## src/hw/ber_pkg.sv

```systemverilog
// Shared constants and types for the bit-error-rate measurement controller
package ber_pkg;
	// ----------------------------------------
	// Register byte offsets
	// ----------------------------------------
	localparam logic [7:0] ADDR_CTRL = 8'h00;
	localparam logic [7:0] ADDR_CFG = 8'h04;
	localparam logic [7:0] ADDR_BIT_TGT = 8'h08;
	localparam logic [7:0] ADDR_ERR_TGT = 8'h0C;
	localparam logic [7:0] ADDR_INTF = 8'h10;
	localparam logic [7:0] ADDR_STATUS = 8'h14;
	localparam logic [7:0] ADDR_RX_BITS = 8'h18;
	localparam logic [7:0] ADDR_ERR_BITS = 8'h1C;
	localparam logic [7:0] ADDR_DROPS = 8'h20;
	localparam logic [7:0] ADDR_TOTAL = 8'h24;
	localparam logic [7:0] ADDR_ERR_TOTAL = 8'h28;
	// ----------------------------------------
	// Control bit positions
	// ----------------------------------------
	localparam int CTRL_START = 0;
	localparam int CTRL_STOP = 1;
	localparam int CTRL_CLEAR = 2;
	// ----------------------------------------
	// Modes and responses
	// ----------------------------------------
	localparam logic [1:0] MODE_CONT = 2'h0;
	localparam logic [1:0] MODE_SINGLE = 2'h1;
	localparam logic [1:0] MODE_ENDLESS = 2'h2;
	localparam logic [1:0] RESP_OKAY = 2'h0;
	localparam logic [1:0] RESP_SLVERR = 2'h2;
	// ----------------------------------------
	// Limits and reset values
	// ----------------------------------------
	localparam logic [31:0] BITS_MAX = 32'hFFFFFFFF;
	localparam logic [15:0] DROPS_MAX = 16'hFFFF;
	localparam logic [15:0] WIN_500 = 16'h01F4;
	localparam logic [15:0] WIN_5000 = 16'h1388;
	localparam logic [15:0] WIN_50000 = 16'hC350;
	localparam logic [4:0] LOCK_RUN = 5'h12;
	localparam logic [31:0] BIT_TGT_RESET = 32'h000003E8;
	localparam logic [31:0] ERR_TGT_RESET = 32'h00000001;
	localparam logic [21:0] CFG_RESET = 22'h006419;
	localparam logic [1:0] INTF_RESET = 2'h0;
	// ----------------------------------------
	// Types
	// ----------------------------------------
	typedef struct packed {
		logic [14:0] thresh;
		logic [1:0] win_sel;
		logic drop_clear;
		logic auto_resync;
		logic count_err;
		logic [1:0] mode;
	} cfg_t;
	typedef struct packed {
		logic fall_edge;
		logic invert;
	} input_interface_settings_t;
	typedef struct packed {
		logic valid;
		logic data;
	} ser_bit_t;
endpackage

```

## src/hw/link_sampler.sv

```systemverilog
// Samples the serial clock and data pins and emits one bit per selected edge
`timescale 1ns/100ps
module link_sampler (
	input wire logic aclk,
	input wire logic aresetn,
	input wire logic ser_clk,
	input wire logic ser_data,
	input wire ber_pkg::input_interface_settings_t intf,
	output ber_pkg::ser_bit_t bit_o
);
	import ber_pkg::*;
	logic [1:0] clk_sync;
	logic [1:0] data_sync;
	logic clk_prev;
	logic data_prev;
	wire rise = clk_sync[1] & ~clk_prev;
	wire fall = ~clk_sync[1] & clk_prev;
	wire take = intf.fall_edge ? fall : rise;
	// Data delayed one more stage so it lines up with the edge detector
	always_ff @(posedge aclk) begin
		if (!aresetn) begin
			clk_sync <= 2'h0;
			data_sync <= 2'h0;
			clk_prev <= 1'b0;
			data_prev <= 1'b0;
			bit_o <= '0;
		end else begin
			clk_sync <= {clk_sync[0], ser_clk};
			data_sync <= {data_sync[0], ser_data};
			clk_prev <= clk_sync[1];
			data_prev <= data_sync[1];
			bit_o.valid <= take;
			bit_o.data <= data_prev ^ intf.invert;
		end
	end
endmodule

```

## src/hw/prbs_checker.sv

```systemverilog
// Self-synchronising nine-stage PRBS checker with lock detection
`timescale 1ns/100ps
module prbs_checker (
	input wire logic aclk,
	input wire logic aresetn,
	input wire ber_pkg::ser_bit_t bit_i,
	input wire logic resync,
	output logic tick,
	output logic err,
	output logic locked
);
	import ber_pkg::*;
	logic [8:0] shreg;
	logic [4:0] run;
	wire pred = shreg[8] ^ shreg[4];
	wire miss = bit_i.data ^ pred;
	// Once locked, feed the prediction back so one bad bit is not repeated
	wire next_in = locked ? pred : bit_i.data;
	always_ff @(posedge aclk) begin
		if (!aresetn || resync) begin
			shreg <= 9'h000;
			run <= 5'h00;
			locked <= 1'b0;
			tick <= 1'b0;
			err <= 1'b0;
		end else begin
			tick <= bit_i.valid & locked;
			err <= bit_i.valid & locked & miss;
			if (bit_i.valid) begin
				shreg <= {shreg[7:0], next_in};
				run <= miss ? 5'h00 : run + 5'h01;
				if (!locked && !miss && run == LOCK_RUN - 5'h01) begin
					locked <= 1'b1;
				end
			end
		end
	end
endmodule

```

## src/hw/ber_meas_ctrl.sv

```systemverilog
// Bit-error-rate measurement run control with AXI4-Lite register access
// Behaviour
// [RL1] Continuous mode: on termination, stop and immediately start a new run.
// [RL2] Changing any measurement setting stops the run; input interface changes do not.
// [RL3] Continuous mode publishes counts only at the end of each run.
// [RL4] Single and Endless update counts live and freeze them at completion.
// [RL5] Count-clear is ignored while Continuous mode is selected.
// [RL6] Clear while running zeroes reported counts, keeps sync; run ends on totals.
// [RL7] Clear while stopped zeroes received bits, error rate and progress.
// [RL8] Automatic relock on: watch for lock loss and resynchronise.
// [RL9] Automatic relock off: never check lock loss; keep measuring.
// [RL10] Lock loss is X errors within a Y-bit window; Y is 500/5000/50000.
// [RL11] Threshold and on-drop action act only with automatic relock on.
// [RL12] On lock drop, either zero or keep the measurement bit count.
// [RL13] Errors exceeding threshold while measuring stop measuring and resynchronise.
// [RL14] Every run first acquires sync; counting starts only once locked.
// [RL15] After power returns the measurement stays stopped.
// [RL16] Operator picks 50/500 below 0.3 percent errors, else 200/500.
// [RL17] Operator enables relock when the source does not regenerate clock.
// [RL18] Endless mode measures 4294967295 bits, ignoring criterion and targets.
// [RL19] Bit-count termination ends the run when total bits reach target.
// [RL20] Error-count termination ends the run when total errors reach target.
// [RL21] Lock-drop counter counts each drop and clears at a new run.
//
// Implementation choices: the address map and the AXI4-Lite slave port.
`timescale 1ns/100ps
module ber_meas_ctrl #(
	parameter int ADDR_W = 8
) (
	input wire logic aclk,
	input wire logic aresetn,
	input wire logic [ADDR_W-1:0] s_axi_awaddr,
	input wire logic s_axi_awvalid,
	output logic s_axi_awready,
	input wire logic [31:0] s_axi_wdata,
	input wire logic [3:0] s_axi_wstrb,
	input wire logic s_axi_wvalid,
	output logic s_axi_wready,
	output logic [1:0] s_axi_bresp,
	output logic s_axi_bvalid,
	input wire logic s_axi_bready,
	input wire logic [ADDR_W-1:0] s_axi_araddr,
	input wire logic s_axi_arvalid,
	output logic s_axi_arready,
	output logic [31:0] s_axi_rdata,
	output logic [1:0] s_axi_rresp,
	output logic s_axi_rvalid,
	input wire logic s_axi_rready,
	input wire logic ser_clk,
	input wire logic ser_data
);
	import ber_pkg::*;

	typedef enum logic [1:0] {ST_STOP, ST_SYNC, ST_MEAS} run_state_t;

	// ----------------------------------------
	// Helpers
	// ----------------------------------------
	function automatic logic [31:0] merge(input logic [31:0] old, input logic [31:0] val,
			input logic [3:0] strb);
		logic [31:0] res;
		res = old;
		for (int i = 0; i < 4; i++) begin
			if (strb[i]) begin
				res[8*i +: 8] = val[8*i +: 8];
			end
		end
		return res;
	endfunction

	function automatic logic addr_hit(input logic [ADDR_W-1:0] a);
		logic [7:0] lo;
		lo = a[7:0];
		return (a >> 8) == '0 && lo[1:0] == 2'h0 && lo <= ADDR_ERR_TOTAL;
	endfunction

	function automatic logic [15:0] win_len(input logic [1:0] sel);
		case (sel)
			2'h1: return WIN_5000;
			2'h2: return WIN_50000;
			default: return WIN_500;
		endcase
	endfunction

	// ----------------------------------------
	// Registers and state
	// ----------------------------------------
	run_state_t state;
	run_state_t next_state;
	cfg_t cfg;
	input_interface_settings_t intf;
	logic [31:0] bit_tgt;
	logic [31:0] err_tgt;
	logic [31:0] total_bits;
	logic [31:0] total_errs;
	logic [31:0] live_bits;
	logic [31:0] live_errs;
	logic [15:0] drops;
	logic [31:0] rep_bits;
	logic [31:0] rep_errs;
	logic [15:0] rep_drops;
	logic [15:0] win_cnt;
	logic [15:0] win_err;
	logic done;
	logic aw_held;
	logic w_held;
	logic [ADDR_W-1:0] aw_addr;
	logic [31:0] w_data;
	logic [3:0] w_strb;
	ser_bit_t ser_bit;
	logic tick;
	logic err;
	logic locked;

	// ----------------------------------------
	// Serial input and pattern checker
	// ----------------------------------------
	link_sampler i_link_sampler (
		.aclk(aclk),
		.aresetn(aresetn),
		.ser_clk(ser_clk),
		.ser_data(ser_data),
		.intf(intf),
		.bit_o(ser_bit)
	);

	wire resync = next_state == ST_SYNC && state != ST_SYNC;

	prbs_checker i_prbs_checker (
		.aclk(aclk),
		.aresetn(aresetn),
		.bit_i(ser_bit),
		.resync(resync),
		.tick(tick),
		.err(err),
		.locked(locked)
	);

	// ----------------------------------------
	// Write channel
	// ----------------------------------------
	assign s_axi_awready = !aw_held;
	assign s_axi_wready = !w_held;
	wire do_write = aw_held && w_held && !s_axi_bvalid;
	wire [7:0] wa = aw_addr[7:0];
	wire wr_hit = addr_hit(aw_addr);
	wire wr_ctrl = do_write && wr_hit && wa == ADDR_CTRL;
	wire wr_cfg = do_write && wr_hit && wa == ADDR_CFG;
	wire wr_btgt = do_write && wr_hit && wa == ADDR_BIT_TGT;
	wire wr_etgt = do_write && wr_hit && wa == ADDR_ERR_TGT;
	wire wr_intf = do_write && wr_hit && wa == ADDR_INTF;
	wire [31:0] cfg_word = merge({10'h000, cfg}, w_data, w_strb);
	wire [31:0] intf_word = merge({30'h0, intf}, w_data, w_strb);

	always_ff @(posedge aclk) begin
		if (!aresetn) begin
			aw_held <= 1'b0;
			w_held <= 1'b0;
			aw_addr <= '0;
			w_data <= 32'h00000000;
			w_strb <= 4'h0;
		end else begin
			if (s_axi_awvalid && !aw_held) begin
				aw_held <= 1'b1;
				aw_addr <= s_axi_awaddr;
			end else if (do_write) begin
				aw_held <= 1'b0;
			end
			if (s_axi_wvalid && !w_held) begin
				w_held <= 1'b1;
				w_data <= s_axi_wdata;
				w_strb <= s_axi_wstrb;
			end else if (do_write) begin
				w_held <= 1'b0;
			end
		end
	end

	always_ff @(posedge aclk) begin
		if (!aresetn) begin
			s_axi_bvalid <= 1'b0;
			s_axi_bresp <= RESP_OKAY;
		end else if (do_write) begin
			s_axi_bvalid <= 1'b1;
			s_axi_bresp <= wr_hit ? RESP_OKAY : RESP_SLVERR;
		end else if (s_axi_bready) begin
			s_axi_bvalid <= 1'b0;
		end
	end

	// Settings come up at defaults; reset never resumes a run
	always_ff @(posedge aclk) begin
		if (!aresetn) begin
			cfg <= cfg_t'(CFG_RESET);
			intf <= input_interface_settings_t'(INTF_RESET);
			bit_tgt <= BIT_TGT_RESET;
			err_tgt <= ERR_TGT_RESET;
		end else begin
			if (wr_cfg) cfg <= cfg_t'(cfg_word[21:0]);
			if (wr_intf) intf <= input_interface_settings_t'(intf_word[1:0]);
			if (wr_btgt) bit_tgt <= merge(bit_tgt, w_data, w_strb);
			if (wr_etgt) err_tgt <= merge(err_tgt, w_data, w_strb);
		end
	end

	// ----------------------------------------
	// Run control
	// ----------------------------------------
	wire start_req = wr_ctrl && w_strb[0] && w_data[CTRL_START];
	wire clear_req = wr_ctrl && w_strb[0] && w_data[CTRL_CLEAR];
	// Interface register is left out on purpose
	wire halt = (wr_ctrl && w_strb[0] && w_data[CTRL_STOP])
		|| wr_cfg || wr_btgt || wr_etgt; // see [RL2]
	wire is_cont = cfg.mode == MODE_CONT;
	wire is_endless = cfg.mode == MODE_ENDLESS;
	wire meas = state == ST_MEAS;
	// Threshold and drop action only matter with relock on
	wire watch = meas && cfg.auto_resync; // see [RL9] see [RL11]
	wire [15:0] win_err_inc = win_err + 16'h0001;
	wire lock_drop = watch && tick && err && win_err_inc > {1'b0, cfg.thresh}; // see [RL13]
	wire drop_zero = lock_drop && cfg.drop_clear; // see [RL12]
	wire end_endless = total_bits == BITS_MAX; // see [RL18]
	wire end_bits = !cfg.count_err && total_bits >= bit_tgt; // see [RL19]
	wire end_errs = cfg.count_err && (total_errs >= err_tgt || total_bits == BITS_MAX); // see [RL20]
	wire end_drops = cfg.auto_resync && drops == DROPS_MAX;
	wire run_end = meas && (is_endless ? end_endless : (end_bits || end_errs || end_drops));
	wire new_run = (state == ST_STOP && next_state == ST_SYNC)
		|| (run_end && is_cont && !halt);
	wire bit_inc = meas && tick && !lock_drop && !run_end; // see [RL14]
	wire err_inc = bit_inc && err;
	wire clr_ok = clear_req && !is_cont; // see [RL5]
	wire clr_stop = clr_ok && state == ST_STOP;
	wire clr_run = clr_ok && state != ST_STOP;

	always_comb begin
		next_state = state;
		case (state)
			ST_STOP: begin
				if (start_req && !halt) next_state = ST_SYNC; // see [RL14]
			end
			ST_SYNC: begin
				if (halt) next_state = ST_STOP;
				else if (locked) next_state = ST_MEAS;
			end
			ST_MEAS: begin
				if (halt) next_state = ST_STOP;
				else if (run_end) next_state = is_cont ? ST_SYNC : ST_STOP; // see [RL1]
				else if (lock_drop) next_state = ST_SYNC; // see [RL8]
			end
			default: next_state = ST_STOP;
		endcase
	end

	// Power-up lands in stop; nothing restarts by itself
	always_ff @(posedge aclk) begin
		if (!aresetn) begin
			state <= ST_STOP; // see [RL15]
			done <= 1'b0;
		end else begin
			state <= next_state;
			if (new_run) done <= 1'b0;
			else if (run_end && !is_cont) done <= 1'b1;
		end
	end

	// ----------------------------------------
	// Counters
	// ----------------------------------------
	// A bit arriving with a clear is counted after it, so no event is lost
	always_ff @(posedge aclk) begin
		if (!aresetn) begin
			total_bits <= 32'h00000000;
			total_errs <= 32'h00000000;
		end else begin
			total_bits <= ((new_run || clr_stop || drop_zero) ? 32'h00000000 : total_bits)
				+ {31'h0, bit_inc}; // see [RL7] see [RL6]
			total_errs <= (new_run ? 32'h00000000 : total_errs) + {31'h0, err_inc};
		end
	end

	always_ff @(posedge aclk) begin
		if (!aresetn) begin
			live_bits <= 32'h00000000;
			live_errs <= 32'h00000000;
		end else begin
			live_bits <= ((new_run || clr_ok || drop_zero) ? 32'h00000000 : live_bits)
				+ {31'h0, bit_inc}; // see [RL6] see [RL7]
			live_errs <= ((new_run || clr_ok) ? 32'h00000000 : live_errs)
				+ {31'h0, err_inc};
		end
	end

	wire drop_inc = lock_drop && drops != DROPS_MAX;

	always_ff @(posedge aclk) begin
		if (!aresetn) begin
			drops <= 16'h0000;
		end else begin
			drops <= ((new_run || clr_run) ? 16'h0000 : drops)
				+ {15'h0, drop_inc}; // see [RL21] see [RL6]
		end
	end

	// Window restarts whenever measuring is not under way
	wire win_wrap = win_cnt + 16'h0001 == win_len(cfg.win_sel); // see [RL10]

	always_ff @(posedge aclk) begin
		if (!aresetn || !watch || lock_drop) begin
			win_cnt <= 16'h0000;
			win_err <= 16'h0000;
		end else if (tick) begin
			win_cnt <= win_wrap ? 16'h0000 : win_cnt + 16'h0001;
			win_err <= win_wrap ? 16'h0000 : win_err + {15'h0, err}; // see [RL10]
		end
	end

	// ----------------------------------------
	// Reported results
	// ----------------------------------------
	// Continuous latches once per run; the others track live counts
	wire publish = is_cont ? run_end : 1'b1; // see [RL3] see [RL4]

	always_ff @(posedge aclk) begin
		if (!aresetn) begin
			rep_bits <= 32'h00000000;
			rep_errs <= 32'h00000000;
			rep_drops <= 16'h0000;
		end else if (publish) begin
			rep_bits <= live_bits;
			rep_errs <= live_errs;
			rep_drops <= drops;
		end
	end

	// ----------------------------------------
	// Read channel
	// ----------------------------------------
	wire [7:0] ra = s_axi_araddr[7:0];
	wire rd_hit = addr_hit(s_axi_araddr);
	wire [31:0] status_word = {28'h0, done, locked, state};
	wire [31:0] rd_word =
		ra == ADDR_CFG ? {10'h000, cfg} :
		ra == ADDR_BIT_TGT ? bit_tgt :
		ra == ADDR_ERR_TGT ? err_tgt :
		ra == ADDR_INTF ? {30'h0, intf} :
		ra == ADDR_STATUS ? status_word :
		ra == ADDR_RX_BITS ? rep_bits :
		ra == ADDR_ERR_BITS ? rep_errs :
		ra == ADDR_DROPS ? {16'h0000, rep_drops} :
		ra == ADDR_TOTAL ? total_bits :
		ra == ADDR_ERR_TOTAL ? total_errs : 32'h00000000;
	assign s_axi_arready = !s_axi_rvalid;

	always_ff @(posedge aclk) begin
		if (!aresetn) begin
			s_axi_rvalid <= 1'b0;
			s_axi_rdata <= 32'h00000000;
			s_axi_rresp <= RESP_OKAY;
		end else if (s_axi_arvalid && !s_axi_rvalid) begin
			s_axi_rvalid <= 1'b1;
			s_axi_rdata <= rd_hit ? rd_word : 32'h00000000;
			s_axi_rresp <= rd_hit ? RESP_OKAY : RESP_SLVERR;
		end else if (s_axi_rready) begin
			s_axi_rvalid <= 1'b0;
		end
	end
endmodule

```

## config.mk

```make
export PLATFORM = sky130hd
export DESIGN_NAME = ber_meas_ctrl
export DESIGN_NICKNAME = d
export VERILOG_FILES = /design/src/hw/ber_pkg.sv /design/src/hw/link_sampler.sv /design/src/hw/prbs_checker.sv /design/src/hw/ber_meas_ctrl.sv
export SDC_FILE = /design/constraint.sdc
export NUM_CORES = 1
export LEC_CHECK = 0
export ABC_AREA = 1
export BUFFER_PORTS_ARGS = -buffer_cell sky130_fd_sc_hd__clkbuf_2
export CAP_MARGIN = 10
export CORE_MARGIN = 5
export CORE_UTILIZATION = 50
export CTS_BUF_LIST = sky130_fd_sc_hd__clkbuf_2
export CTS_CLUSTER_DIAMETER = 100
export DETAILED_ROUTE_END_ITERATION = 10
export HOLD_SLACK_MARGIN = 0.02
export MAX_ROUTING_LAYER = met4
export PLACE_DENSITY = 0.67
export SKIP_CTS_REPAIR_TIMING = 1
export SLEW_MARGIN = 20
export SYNTH_ARGS = -nofsm -noshare
export SYNTH_HDL_FRONTEND = slang
export SYNTH_HIERARCHICAL = 1
export SYNTH_SLANG_ARGS = --single-unit
export TNS_END_PERCENT = 50
```

## constraint.sdc

```tcl
create_clock -name aclk -period 6.65 [get_ports aclk]
set_input_delay 0.3325 -clock aclk [delete_from_list [all_inputs] [get_ports aclk]]
set_output_delay 0.3325 -clock aclk [all_outputs]
set_load 0.005 [all_outputs]
```

Word-level counts from Yosys, hierarchy flattened
Cells that the tools add are included.

Logic and storage cells: 236. Output and inout bits: 41. Bits of input ports: 61. Register bits after elaboration: 456.

Equal/unequal tests: 26. $add $sub $neg: 9. $lt $le $gt $ge: 5. Reduce and logical (&&, ||, !) cells: 94. Mux-type cells: 41. Bitwise operators: 10.

Operators with widths (number): $mux 32 (15); $add 32x1->32 (4); $ge 32x32->1 (2); $mux 16 (3); $logic_and 1x1->1 (42); $eq 8x5->1 const B (5); $add 16x1->16 (2); $add 16x1->16 const B (2); $eq 32x32->1 const B (1); $eq 8x4->1 const B (4); $pmux 16 s2 (1); $reduce_and 2->1 (13); $eq 8x6->1 const B (3); $eq 16x16->1 (1); $eq 16x16->1 const B (1); $eq 8x3->1 const B (2); $gt 16x15->1 (1); $le 8x6->1 const B (2); $mux 2 (8); $ne 16x16->1 const B (1); $logic_or 1x1->1 (15); $logic_not 1->1 (13); $mux 1 (12); $reduce_bool 2->1 (5); other kinds (13) (27).

Longest topological paths before layout
Gate-level depths: netlist of the first run.

Depth in word-level cells: 20. Gate-level depth with buffers: 42. Mapped depth without buffers: 39.

Cells and area by module
Netlist of the first run, hierarchy kept.

By module, submodules not included: ber_meas_ctrl (area an instance 23007.1 um^2, times used 1, cells an instance 3406, sequential area each 8588.2 um^2); prbs_checker (area an instance 772.0 um^2, times used 1, cells an instance 96, sequential area each 340.3 um^2); link_sampler (area an instance 255.2 um^2, times used 1, cells an instance 33, sequential area each 160.2 um^2).

Least setup slack after synthesis of the first run
OpenSTA, ideal clock, no wires.

Path kind: reg-to-reg. Start: register win_err[0]. End: register live_bits[22]. Required time: 6.540 ns. Clock period less this slack: 4.526 ns. Setup time: 0.110 ns. Data arrival time: 4.416 ns. Stages on the path, launching flop included: 40. Path slack: 2.124 ns. Buffers on the path: 4. Path through: dfxtp_1 ha_1 inv_1 nor2_1 nand2_1 nor2_1 xor2_1 ha_1 nand2_1 nor2_1 and2_1 nand2_1 nand3_1 nand2_1 nand2_1 nand2_1 nand2_1 nand2_1 (+4 left out) nand2_2 nand3_4 buf_12 nand4_4 buf_6 buf_4 buf_4 nor2_1 ha_1 ha_1 nand2_1 nand3b_1 nor2_2 nand2_1 nor2_2 nand3_1 nand2_1 nor2_1.

Cells in the longest elaborated chain, start to end: 14. Elaborated cells on any way between the ends: 18.

RTL lines: from (decl) (RTL line ber_meas_ctrl.sv:103) `logic [15:0] win_err;`; from (signal assigned) (RTL line ber_meas_ctrl.sv:313) `win_err <= win_wrap ? 16'h0000 : win_err + {15'h0, err};`; $add 16x1->16 (*) (RTL line ber_meas_ctrl.sv:219) `wire [15:0] win_err_inc = win_err + 16'h0001;`; $gt 16x15->1 (*) (RTL line ber_meas_ctrl.sv:220) `wire lock_drop = watch && tick && err && win_err_inc > {1'b0, cfg.thresh};`; $logic_and 1x1->1 (*) (RTL line ber_meas_ctrl.sv:220); $mux 2 (RTL line ber_meas_ctrl.sv:248) `else if (lock_drop) next_state = ST_SYNC;`; $mux 2 (RTL line ber_meas_ctrl.sv:247) `else if (run_end) next_state = is_cont ? ST_SYNC : ST_STOP;`; $mux 2 (RTL line ber_meas_ctrl.sv:246) `if (halt) next_state = ST_STOP;`; $pmux 2 s3 (RTL line ber_meas_ctrl.sv:237) `case (state)`; $eq 2x1->1 (RTL line ber_meas_ctrl.sv:227) `wire new_run = (state == ST_STOP && next_state == ST_SYNC)`; $logic_and 1x1->1 (RTL line ber_meas_ctrl.sv:227); $logic_or 1x1->1 (RTL line ber_meas_ctrl.sv:228) `|| (run_end && is_cont && !halt);`; $logic_or 1x1->1 (2 in a row) (RTL line ber_meas_ctrl.sv:286) `live_bits <= ((new_run || clr_ok || drop_zero) ? 32'h00000000 : live_bits)`; $mux 32 (RTL line ber_meas_ctrl.sv:286); $add 32x1->32 (*) (RTL line ber_meas_ctrl.sv:287) `+ {31'h0, bit_inc};`; to (signal assigned) (RTL line ber_meas_ctrl.sv:286); to (decl) (RTL line ber_meas_ctrl.sv:96) `logic [31:0] live_bits;`.

Mark *: on every way between the ends. The rest lies on a longest branch, timed or not. A chain may end at the register's enable or synchronous reset.

Worst setup path in the final report of the first run
Start: register win_err[2]. End: register drops[11].

Cells in the longest elaborated chain, start to end: 13. Elaborated cells on any way between the ends: 14.

RTL lines: $add 16x1->16 (*) (RTL line ber_meas_ctrl.sv:219); $gt 16x15->1 (*) (RTL line ber_meas_ctrl.sv:220); $logic_and 1x1->1 (*) (RTL line ber_meas_ctrl.sv:220); $mux 2 (RTL line ber_meas_ctrl.sv:248); $mux 2 (RTL line ber_meas_ctrl.sv:247); $mux 2 (RTL line ber_meas_ctrl.sv:246); $pmux 2 s3 (RTL line ber_meas_ctrl.sv:237); $eq 2x1->1 (RTL line ber_meas_ctrl.sv:227); $logic_and 1x1->1 (RTL line ber_meas_ctrl.sv:227); $logic_or 1x1->1 (RTL line ber_meas_ctrl.sv:228); $logic_or 1x1->1 (RTL line ber_meas_ctrl.sv:299) `drops <= ((new_run || clr_run) ? 16'h0000 : drops)`; $mux 16 (RTL line ber_meas_ctrl.sv:299); $add 16x1->16 (*) (RTL line ber_meas_ctrl.sv:300) `+ {15'h0, drop_inc};`; to (signal assigned) (RTL line ber_meas_ctrl.sv:299); to (decl) (RTL line ber_meas_ctrl.sv:98) `logic [15:0] drops;`.

Marks and branches as above.

==> run_results.csv, run 1 <==
group,metric,value,unit
power,pwr-share-comb,0.053,
timing,worstMarginPinSlew,0.985,ns
final_layout,drive_above_1_share,0.0993,
cts,clk_latency,1.20,ns
timing,setup_tns,0,ns
routing,first_pass_iters,6,
synthesis,syn-instance-count,3535,
synthesis,synthXorXnorAreaFrac,0.0179,
floorplan,fp.dieH,229,um
power,switching_share,0.283,
routing,antenna_left,0,
synthesis,synth_area_leader_cell,"dfxtp_1",
routing,vias_per_cell,5.47,
routing,drt_iter0_markers,2014,
cts,clock-sinks,454,
global_route,grt.total_usage,0.292,
cts,cts.clk_slew.worst_paths,0.11,ns
routing,wl_per_cell,17.9,um
timing,rsz0062_at_grt,"no",
synthesis,synth_edf_count,0,
global_route,grt_overflow,0,
global_route,grt_pass1_vias,22400,
synthesis,synth-main-ff-cell,"dfxtp_1",
worst_setup_path,rrSetupSlack,1.11,ns
hold_path,min_to,"s_axi_rdata[1]$_SDFFE_PN0P_",
power,clockPowerShare,0.395,
floorplan,num_rows,80,
placement,dpl.cell_count,4123,
synthesis,synth_top_area_share,0.378,
synthesis,async_flop_share,0,
power,p_int,3.59,mW
worst_setup_path,r2r_end,"drops[11]$_SDFF_PN0_",
worst_setup_path,critPathSlowestCell,"dfxtp_1",
worst_setup_path,crit_buf_inv,4,
hold_path,hp-class,"in2reg",
global_route,met3_usage,0.0453,
timing,min_period_over_period,0.833,
global_route,top_usage_layer,"met2",
cts,cts_max_level,3,
timing,hold_violations,0,
synthesis,yosys.area_share.adder,0.0510,
power,p_leak,10.9,nW
synthesis,synth.most_common_cell,"nand2_1",
power,power_density,184,nW/um^2
worst_setup_path,rr_startpoint,"win_err[2]$_SDFFE_PP0P_",
worst_setup_path,cp_data_required_time,7.60,ns
hold_path,min_from,"s_axi_araddr[4]",
synthesis,ys_seq_area_frac,0.378,
floorplan,initial_core_util,0.504,
synthesis,yosys_warnings,6,
placement,gp_congestion,0.970,
worst_setup_path,start_kind,"flop",
synthesis,synth.area.top_cells,"dfxtp_1, nand2_1, a21oi_1",
power,p_switching,1.42,mW
hold_path,whs_path_depth,9,
job,drv_cap,0,
timing,slew_headroom,0.343,
routing,dr_total_vias,24500,
global_route,grt_pass1_wl,121,mm
synthesis,synth_top_family_by_area,"simple AND/OR/NAND/NOR gates",
timing,fin_skew,0.109,ns
worst_setup_path,arrival,6.50,ns
cts,cts_max_path_buffers,3,
placement,dp.final_hpwl,58.2,mm
synthesis,synth_compound_area_frac,0.191,
floorplan,chipWidth,229,um
timing,period_minus_slack,5.54,ns
worst_setup_path,crit_start,"win_err[2]$_SDFFE_PP0P_",
cts,ctsRootBufferMaster,"clkbuf_2",
timing,maxSlewViolCount,0,
synthesis,synth-simple-area-share,0.262,
cts,cts_buffers,120,
final_layout,fin_cells,4472,
global_route,grt_max_degree,112,
power,seqPwrFrac,0.552,
worst_setup_path,cpMostUsedCell,"nand2_1",
routing,drt-total-wl,79.9,mm
cts,cts_tree,"yes",
floorplan,pin_count,102,
final_layout,multiInputGateArea,12600,um^2
timing,setup_viol,0,
run_status,status,"completed",
placement,place_ws,1.24,ns
synthesis,muxShareOfSynthArea,0,
floorplan,dieArea,52600,um^2
final_layout,regArea,9090,um^2
timing,setup_ws,1.11,ns
global_route,use_met2,0.471,
power,ir_drop,0.000162,V
worst_setup_path,worstSetupEndpointType,"flop",
worst_setup_path,crit_type,"reg2reg",
worst_setup_path,cp_max_fo,28,
worst_setup_path,crit_family,"simple AND/OR/NAND/NOR gates",
worst_setup_path,slowest_delay,0.45,ns
placement,port_buffers,99,
synthesis,avgSynthCellArea,6.80,um^2
final_layout,synthToLayoutAreaGrowth,13.1,%
global_route,antenna_found_initial,2,
synthesis,synth.top_cells.by_count,"nand2_1, nor2_1, dfxtp_1",
timing,hold_ws,0.0139,ns
synthesis,ys_types,53,
final_layout,final.fill_count,4655,
global_route,met1_usage,0.369,
floorplan,core_area,47600,um^2
final_layout,nets,3919,
routing,drcViolationCount,0,
worst_setup_path,reg2reg_depth,36,
synthesis,netlist_area,24000,um^2
synthesis,ys_ff_latch,454,
timing,clock.fmax,180,MHz
## placed cells by master, fill, tap and decap left out, types with 7 or more instances in the layout
cell type,instances
nor2_4,7
inv_2,18
nand3_2,7
inv_1,450
o21ai_0,339
nand2_1,640
o221ai_1,9
xnor2_1,10
nand2_2,7
o211ai_1,32
clkbuf_2,263
a221oi_1,23
o2111ai_1,20
buf_4,13
dfxtp_1,454
o21a_1,7
nand4_1,47
a211oi_1,8
o22ai_1,9
nor2_2,35
ha_1,98
clkinv_1,39
a21oi_1,390
dlygate4sd3_1,130
nand3b_1,12
nor2_1,506
nand3_1,128
nor3_1,55
clkinv_2,9
xor2_1,39
## metrics by stage
stage / util / total power, mW / instance area [um^2]
2_1_floorplan: - / 2.95 / 24000
3_3_place_gp: 0.520 / 3.02 / 24800
3_5_place_dp: 0.520 / 3.02 / 24800
4_1_cts: 0.543 / 4.98 / 25900
5_1_grt: 0.571 / 5.23 / 27200
6_report: 0.571 / 5.01 / 27200
## worst max-delay path by stage
stage	endpoint	slack [ns]	cells past startpoint
floorplan	live_bits[22]$_SDFF_PN0_	2.12	39
global placement	drops[13]$_SDFF_PN0_	1.47	35
detailed placement	drops[13]$_SDFF_PN0_	1.24	35
CTS	drops[13]$_SDFF_PN0_	1.17	35
global route	drops[11]$_SDFF_PN0_	0.58	35
finish	drops[11]$_SDFF_PN0_	1.11	36
## cell type report
| class | count | share of cell area |
|---|---|---|
| multi-input cells | 2472 | 0.462 |
| flip-flops and latches | 454 | 0.334 |
| repair buffers | 242 | 0.0700 |
| inverters | 470 | 0.0649 |
| clock buffers | 165 | 0.0304 |
| well taps | 615 | 0.0283 |
| clock inverters | 53 | 0.00976 |
| diodes | 1 | 0.0000920 |
## power by group through the flow
stage               clock (mW)  sequential (mW)  combinational [mW]
finish                    1.98             2.77               0.264
global route              2.18             2.77               0.288
CTS                       2.02             2.76               0.194
detailed placement           0             2.83               0.193
global placement             0             2.83               0.190
floorplan                    0             2.82               0.130
## per-layer routing
metal,share of wire,vias to the layer above,routed length (um)
li1,-,12100,-
met2,0.47,826,37700
met1,0.43,11400,34400
met3,0.062,161,4930
met5,0,-,0
met4,0.037,0,2920
## state kept, by name (all words and copies together), names as in the netlist, 4 cells and up
signal and flops:
w_data 32, s_axi_rdata 32, rep_errs 32, err_tgt 32
live_errs 32, i_prbs_checker/shreg 9, win_cnt 16, live_bits 32
drops 16, w_strb 4, i_prbs_checker/run 5, rep_bits 32
rep_drops 16, cfg 22, bit_tgt 32, total_errs 32
win_err 16, total_bits 32, aw_addr 8
## cell families after synthesis
group / Yosys count
buffers and inverters: 610
other: 1
adder cells (fa/ha/maj): 98
XOR/XNOR: 49
flip-flops: 454
AO/OA/AOI/OAI: 847
AND/OR/NAND/NOR: 1476
## tightest hold or removal path, cell delays in order
cell and delay, ns:
clkbuf_2 0.09, inv_1 0.07, nor3_1 0.07, nand2_1 0.13, inv_1 0.05, nand2_1 0.06
o2111ai_1 0.14, o211ai_1 0.14, a21oi_1 0.08
No activity file was read; power rests on OpenSTA's default activity.
==> inputs of run 2 (changes only) <==
--- a/config.mk
+++ b/config.mk
@@ -5,7 +5,7 @@
 export SDC_FILE = /design/constraint.sdc
 export NUM_CORES = 1
 export LEC_CHECK = 0
-export ABC_AREA = 1
+export ABC_AREA = 0
 export BUFFER_PORTS_ARGS = -buffer_cell sky130_fd_sc_hd__clkbuf_2
 export CAP_MARGIN = 10
 export CORE_MARGIN = 5
@@ -15,7 +15,7 @@
 export DETAILED_ROUTE_END_ITERATION = 10
 export HOLD_SLACK_MARGIN = 0.02
 export MAX_ROUTING_LAYER = met4
-export PLACE_DENSITY = 0.67
+export PLACE_DENSITY = 0.7
 export SKIP_CTS_REPAIR_TIMING = 1
 export SLEW_MARGIN = 20
 export SYNTH_ARGS = -nofsm -noshare
==> constraint.sdc (replaced) <==
create_clock -name aclk -period 4.7 [get_ports aclk]
set_input_delay 0.235 -clock aclk [delete_from_list [all_inputs] [get_ports aclk]]
set_output_delay 0.235 -clock aclk [all_outputs]
set_load 0.005 [all_outputs]
==> run 2 against run 1 <==
Compared with the run above:
- core utilization rose by 4.4 points
- fmax rose by 21%
- non-clock buffer count rose by 193
- first-iteration DRC count rose by 8.9%
- largest power group unchanged
==> run_results.csv, run 2 <==
group,metric,value,unit
run_status,status,"completed",
synthesis,synth.top_cells.by_count,"dfxtp_1, nand2_1, a21oi_1",
worst_setup_path,crit_path_cell_trace,"inv_1 > ha_1 > nand4_1 > or4_1 > a21oi_2 > o31a_1 > nor3_4 > or3_2 > o211ai_1 > nor2_1 > ha_2 > ha_1 > and3_1 > nand3_1 > nor2_1 > nand4_1 > inv_1 > and3_1 > xnor2_1 > nor3_1",
floorplan,pin_count,102,
worst_setup_path,cp_max_fo,4,
routing,antenna_left,0,
final_layout,fin_cells,3754,
routing,drt_iter0_markers,2193,
synthesis,avgSynthCellArea,8.29,um^2
floorplan,num_rows,77,
worst_setup_path,cp.depth,20,
cts,cts_max_path_buffers,3,
power,p_leak,10.2,nW
global_route,grt_overflow,0,
final_layout,mostFrequentLayoutCell,"dfxtp_1",
cts,ctsRootBufferMaster,"clkbuf_2",
worst_setup_path,crit_family,"simple AND/OR/NAND/NOR gates",
power,power_density,254,nW/um^2
job,drv_cap,0,
worst_setup_path,arrival,5.55,ns
timing,slew_headroom,0.228,
synthesis,synth_top_area_share,0.407,
worst_setup_path,cp_data_required_time,5.68,ns
placement,port_buffers,99,
worst_setup_path,crit_buf_inv,2,
hold_path,min_from,"s_axi_araddr[0]",
final_layout,final_util,0.615,
timing,worstMarginPinSlew,1.16,ns
timing,hold_ws,0.0681,ns
timing,min_period_over_period,0.973,
synthesis,synth.area.top_cells,"dfxtp_1, a21oi_1, nand2_1",
synthesis,synth_edf_count,0,
synthesis,ys_types,74,
cts,cts_tree,"yes",
global_route,grt_pass1_vias,20600,
global_route,antenna_found_initial,6,
routing,dr_total_vias,22200,
power,power,6.90,mW
global_route,grt_pass1_wl,109,mm
cts,cts_max_level,3,
worst_setup_path,start_kind,"flop",
global_route,grt.total_usage,0.277,
routing,wl_per_cell,19.6,um
placement,gp_congestion,0.954,
synthesis,synth_area_leader_cell,"dfxtp_1",
routing,drt-total-wl,73.5,mm
timing,fin_skew,0.0760,ns
timing,rsz0062_at_grt,"yes",
final_layout,synthToLayoutAreaGrowth,21.8,%
synthesis,netlist_area,22300,um^2
timing,maxSlewViolCount,0,
synthesis,synth-main-ff-cell,"dfxtp_1",
floorplan,chipWidth,221,um
power,ir_drop,0.000140,V
worst_setup_path,critPathSlowestCell,"or4_1",
final_layout,final_cell_mix,"dfxtp_1, nand2_1, a21oi_1, clkbuf_2, nor2_1",
routing,first_pass_iters,8,
final_layout,drive_above_1_share,0.166,
final_layout,nets,3227,
synthesis,ys_ff_latch,454,
floorplan,fp.dieH,221,um
cts,clock-sinks,454,
hold_path,min_to,"s_axi_rdata[3]$_SDFFE_PN0P_",
timing,clock.fmax,219,MHz
synthesis,async_flop_share,0,
synthesis,syn-instance-count,2693,
timing,hold_violations,0,
cts,cts.clk_slew.worst_paths,0.12,ns
worst_setup_path,r2r_end,"live_errs[22]$_SDFF_PN0_",
hold_path,whs_path_depth,5,
cts,cts_buffers,116,
synthesis,yosys_warnings,6,
floorplan,initial_core_util,0.505,
floorplan,dieArea,49000,um^2
synthesis,ys_seq_area_frac,0.407,
hold_path,hp-class,"in2reg",
synthesis,synth.most_common_cell,"dfxtp_1",
global_route,grt_max_degree,126,
timing,setup_viol,0,
worst_setup_path,worstSetupEndpointType,"flop",
worst_setup_path,reg2reg_depth,20,
timing,period_minus_slack,4.57,ns
routing,vias_per_cell,5.92,
final_layout,final.fill_count,3794,
worst_setup_path,crit_type,"reg2reg",
cts,clk_latency,1.12,ns
worst_setup_path,slowest_delay,0.58,ns
worst_setup_path,rrSetupSlack,0.13,ns
placement,dp.final_hpwl,48.3,mm
placement,dpl.cell_count,3358,
routing,drcViolationCount,0,
floorplan,core_area,44200,um^2
worst_setup_path,rr_startpoint,"bit_tgt[23]$_SDFFE_PN0P_",
run 2: changes by cell type after synthesis, sizes merged, moves of 60 or more:
cell	change
o31ai	+82
a21oi	-125
inv	-363
nand2	-322
nor2	-349
a22oi	+70
o21ai	-313
xor2	+67
nand4	+97
xnor2	+60
nor3	+65
run 2: worst min-delay path, stage by stage:
cell and delay (ns):
clkbuf_2 0.11, nor2_1 0.07, and4_1 0.33, o21ai_0 0.26
a21oi_1 0.09
run 2: per-stage QoR:
step / TNS (ns) / cell area (um^2) / setup slack [ns]
6_report: 0 / 27200 / 0.128
5_1_grt: -0.291 / 27200 / -0.0850
4_1_cts: -3.65 / 25100 / -0.193
3_5_place_dp: -1.68 / 24100 / -0.132
3_3_place_gp: -0.185 / 24100 / -0.0885
2_1_floorplan: -0.0506 / 22300 / -0.0352
run 2: final cells by class:
type | count | area, um^2 | share of cell area
Clock inverter | 48 | 218 | 0.00801
Inverter | 105 | 399 | 0.0147
Multi-Input combinational cell | 1956 | 12400 | 0.457
Clock buffer | 158 | 791 | 0.0291
Timing Repair Buffer | 435 | 3490 | 0.129
Tap cell | 592 | 741 | 0.0273
Antenna cell | 6 | 15.0 | 0.000552
Sequential cell | 454 | 9110 | 0.335
run 2: logic make-up (layout without fill, tap and decap cells):
group / Yosys count / count (layout) / synth area share
compound gates: 567 / 567 / 0.162
xor+xnor: 177 / 177 / 0.0701
fa+ha+maj: 98 / 98 / 0.0549
buf+inv: 284 / 746 / 0.0508
flops: 454 / 454 / 0.407
mux: 41 / 41 / 0.0184
other cells: 1 / 8 / 0.000168
simple gates: 1071 / 1071 / 0.237
run 2: worst max path at each step:
stage | endpoint | slack [ns] | start
final | live_errs[22]$_SDFF_PN0_ | 0.13 | bit_tgt[23]$_SDFFE_PN0P_
after detailed placement | live_errs[22]$_SDFF_PN0_ | -0.13 | win_err[1]$_SDFFE_PP0P_
after global routing | live_bits[27]$_SDFF_PN0_ | -0.09 | win_err[3]$_SDFFE_PP0P_
after global placement | live_bits[31]$_SDFF_PN0_ | -0.09 | win_err[3]$_SDFFE_PP0P_
after CTS | live_bits[21]$_SDFF_PN0_ | -0.19 | total_bits[0]$_SDFF_PN0_
after floorplan | total_bits[30]$_SDFF_PN0_ | -0.04 | win_err[3]$_SDFFE_PP0P_
run 2: report_power, final:
part           switching (mW)  internal (mW)  total, mW
clock network            1.67          0.973       2.65
logic                   0.174          0.165      0.339
registers              0.0390           3.87       3.91
run 2: layer usage:
layer / track usage / routed length (um)
met1: 0.366 / 31100
met3: 0.0628 / 6460
met2: 0.412 / 33500
met5: - / 0
met4: 0.117 / 2480
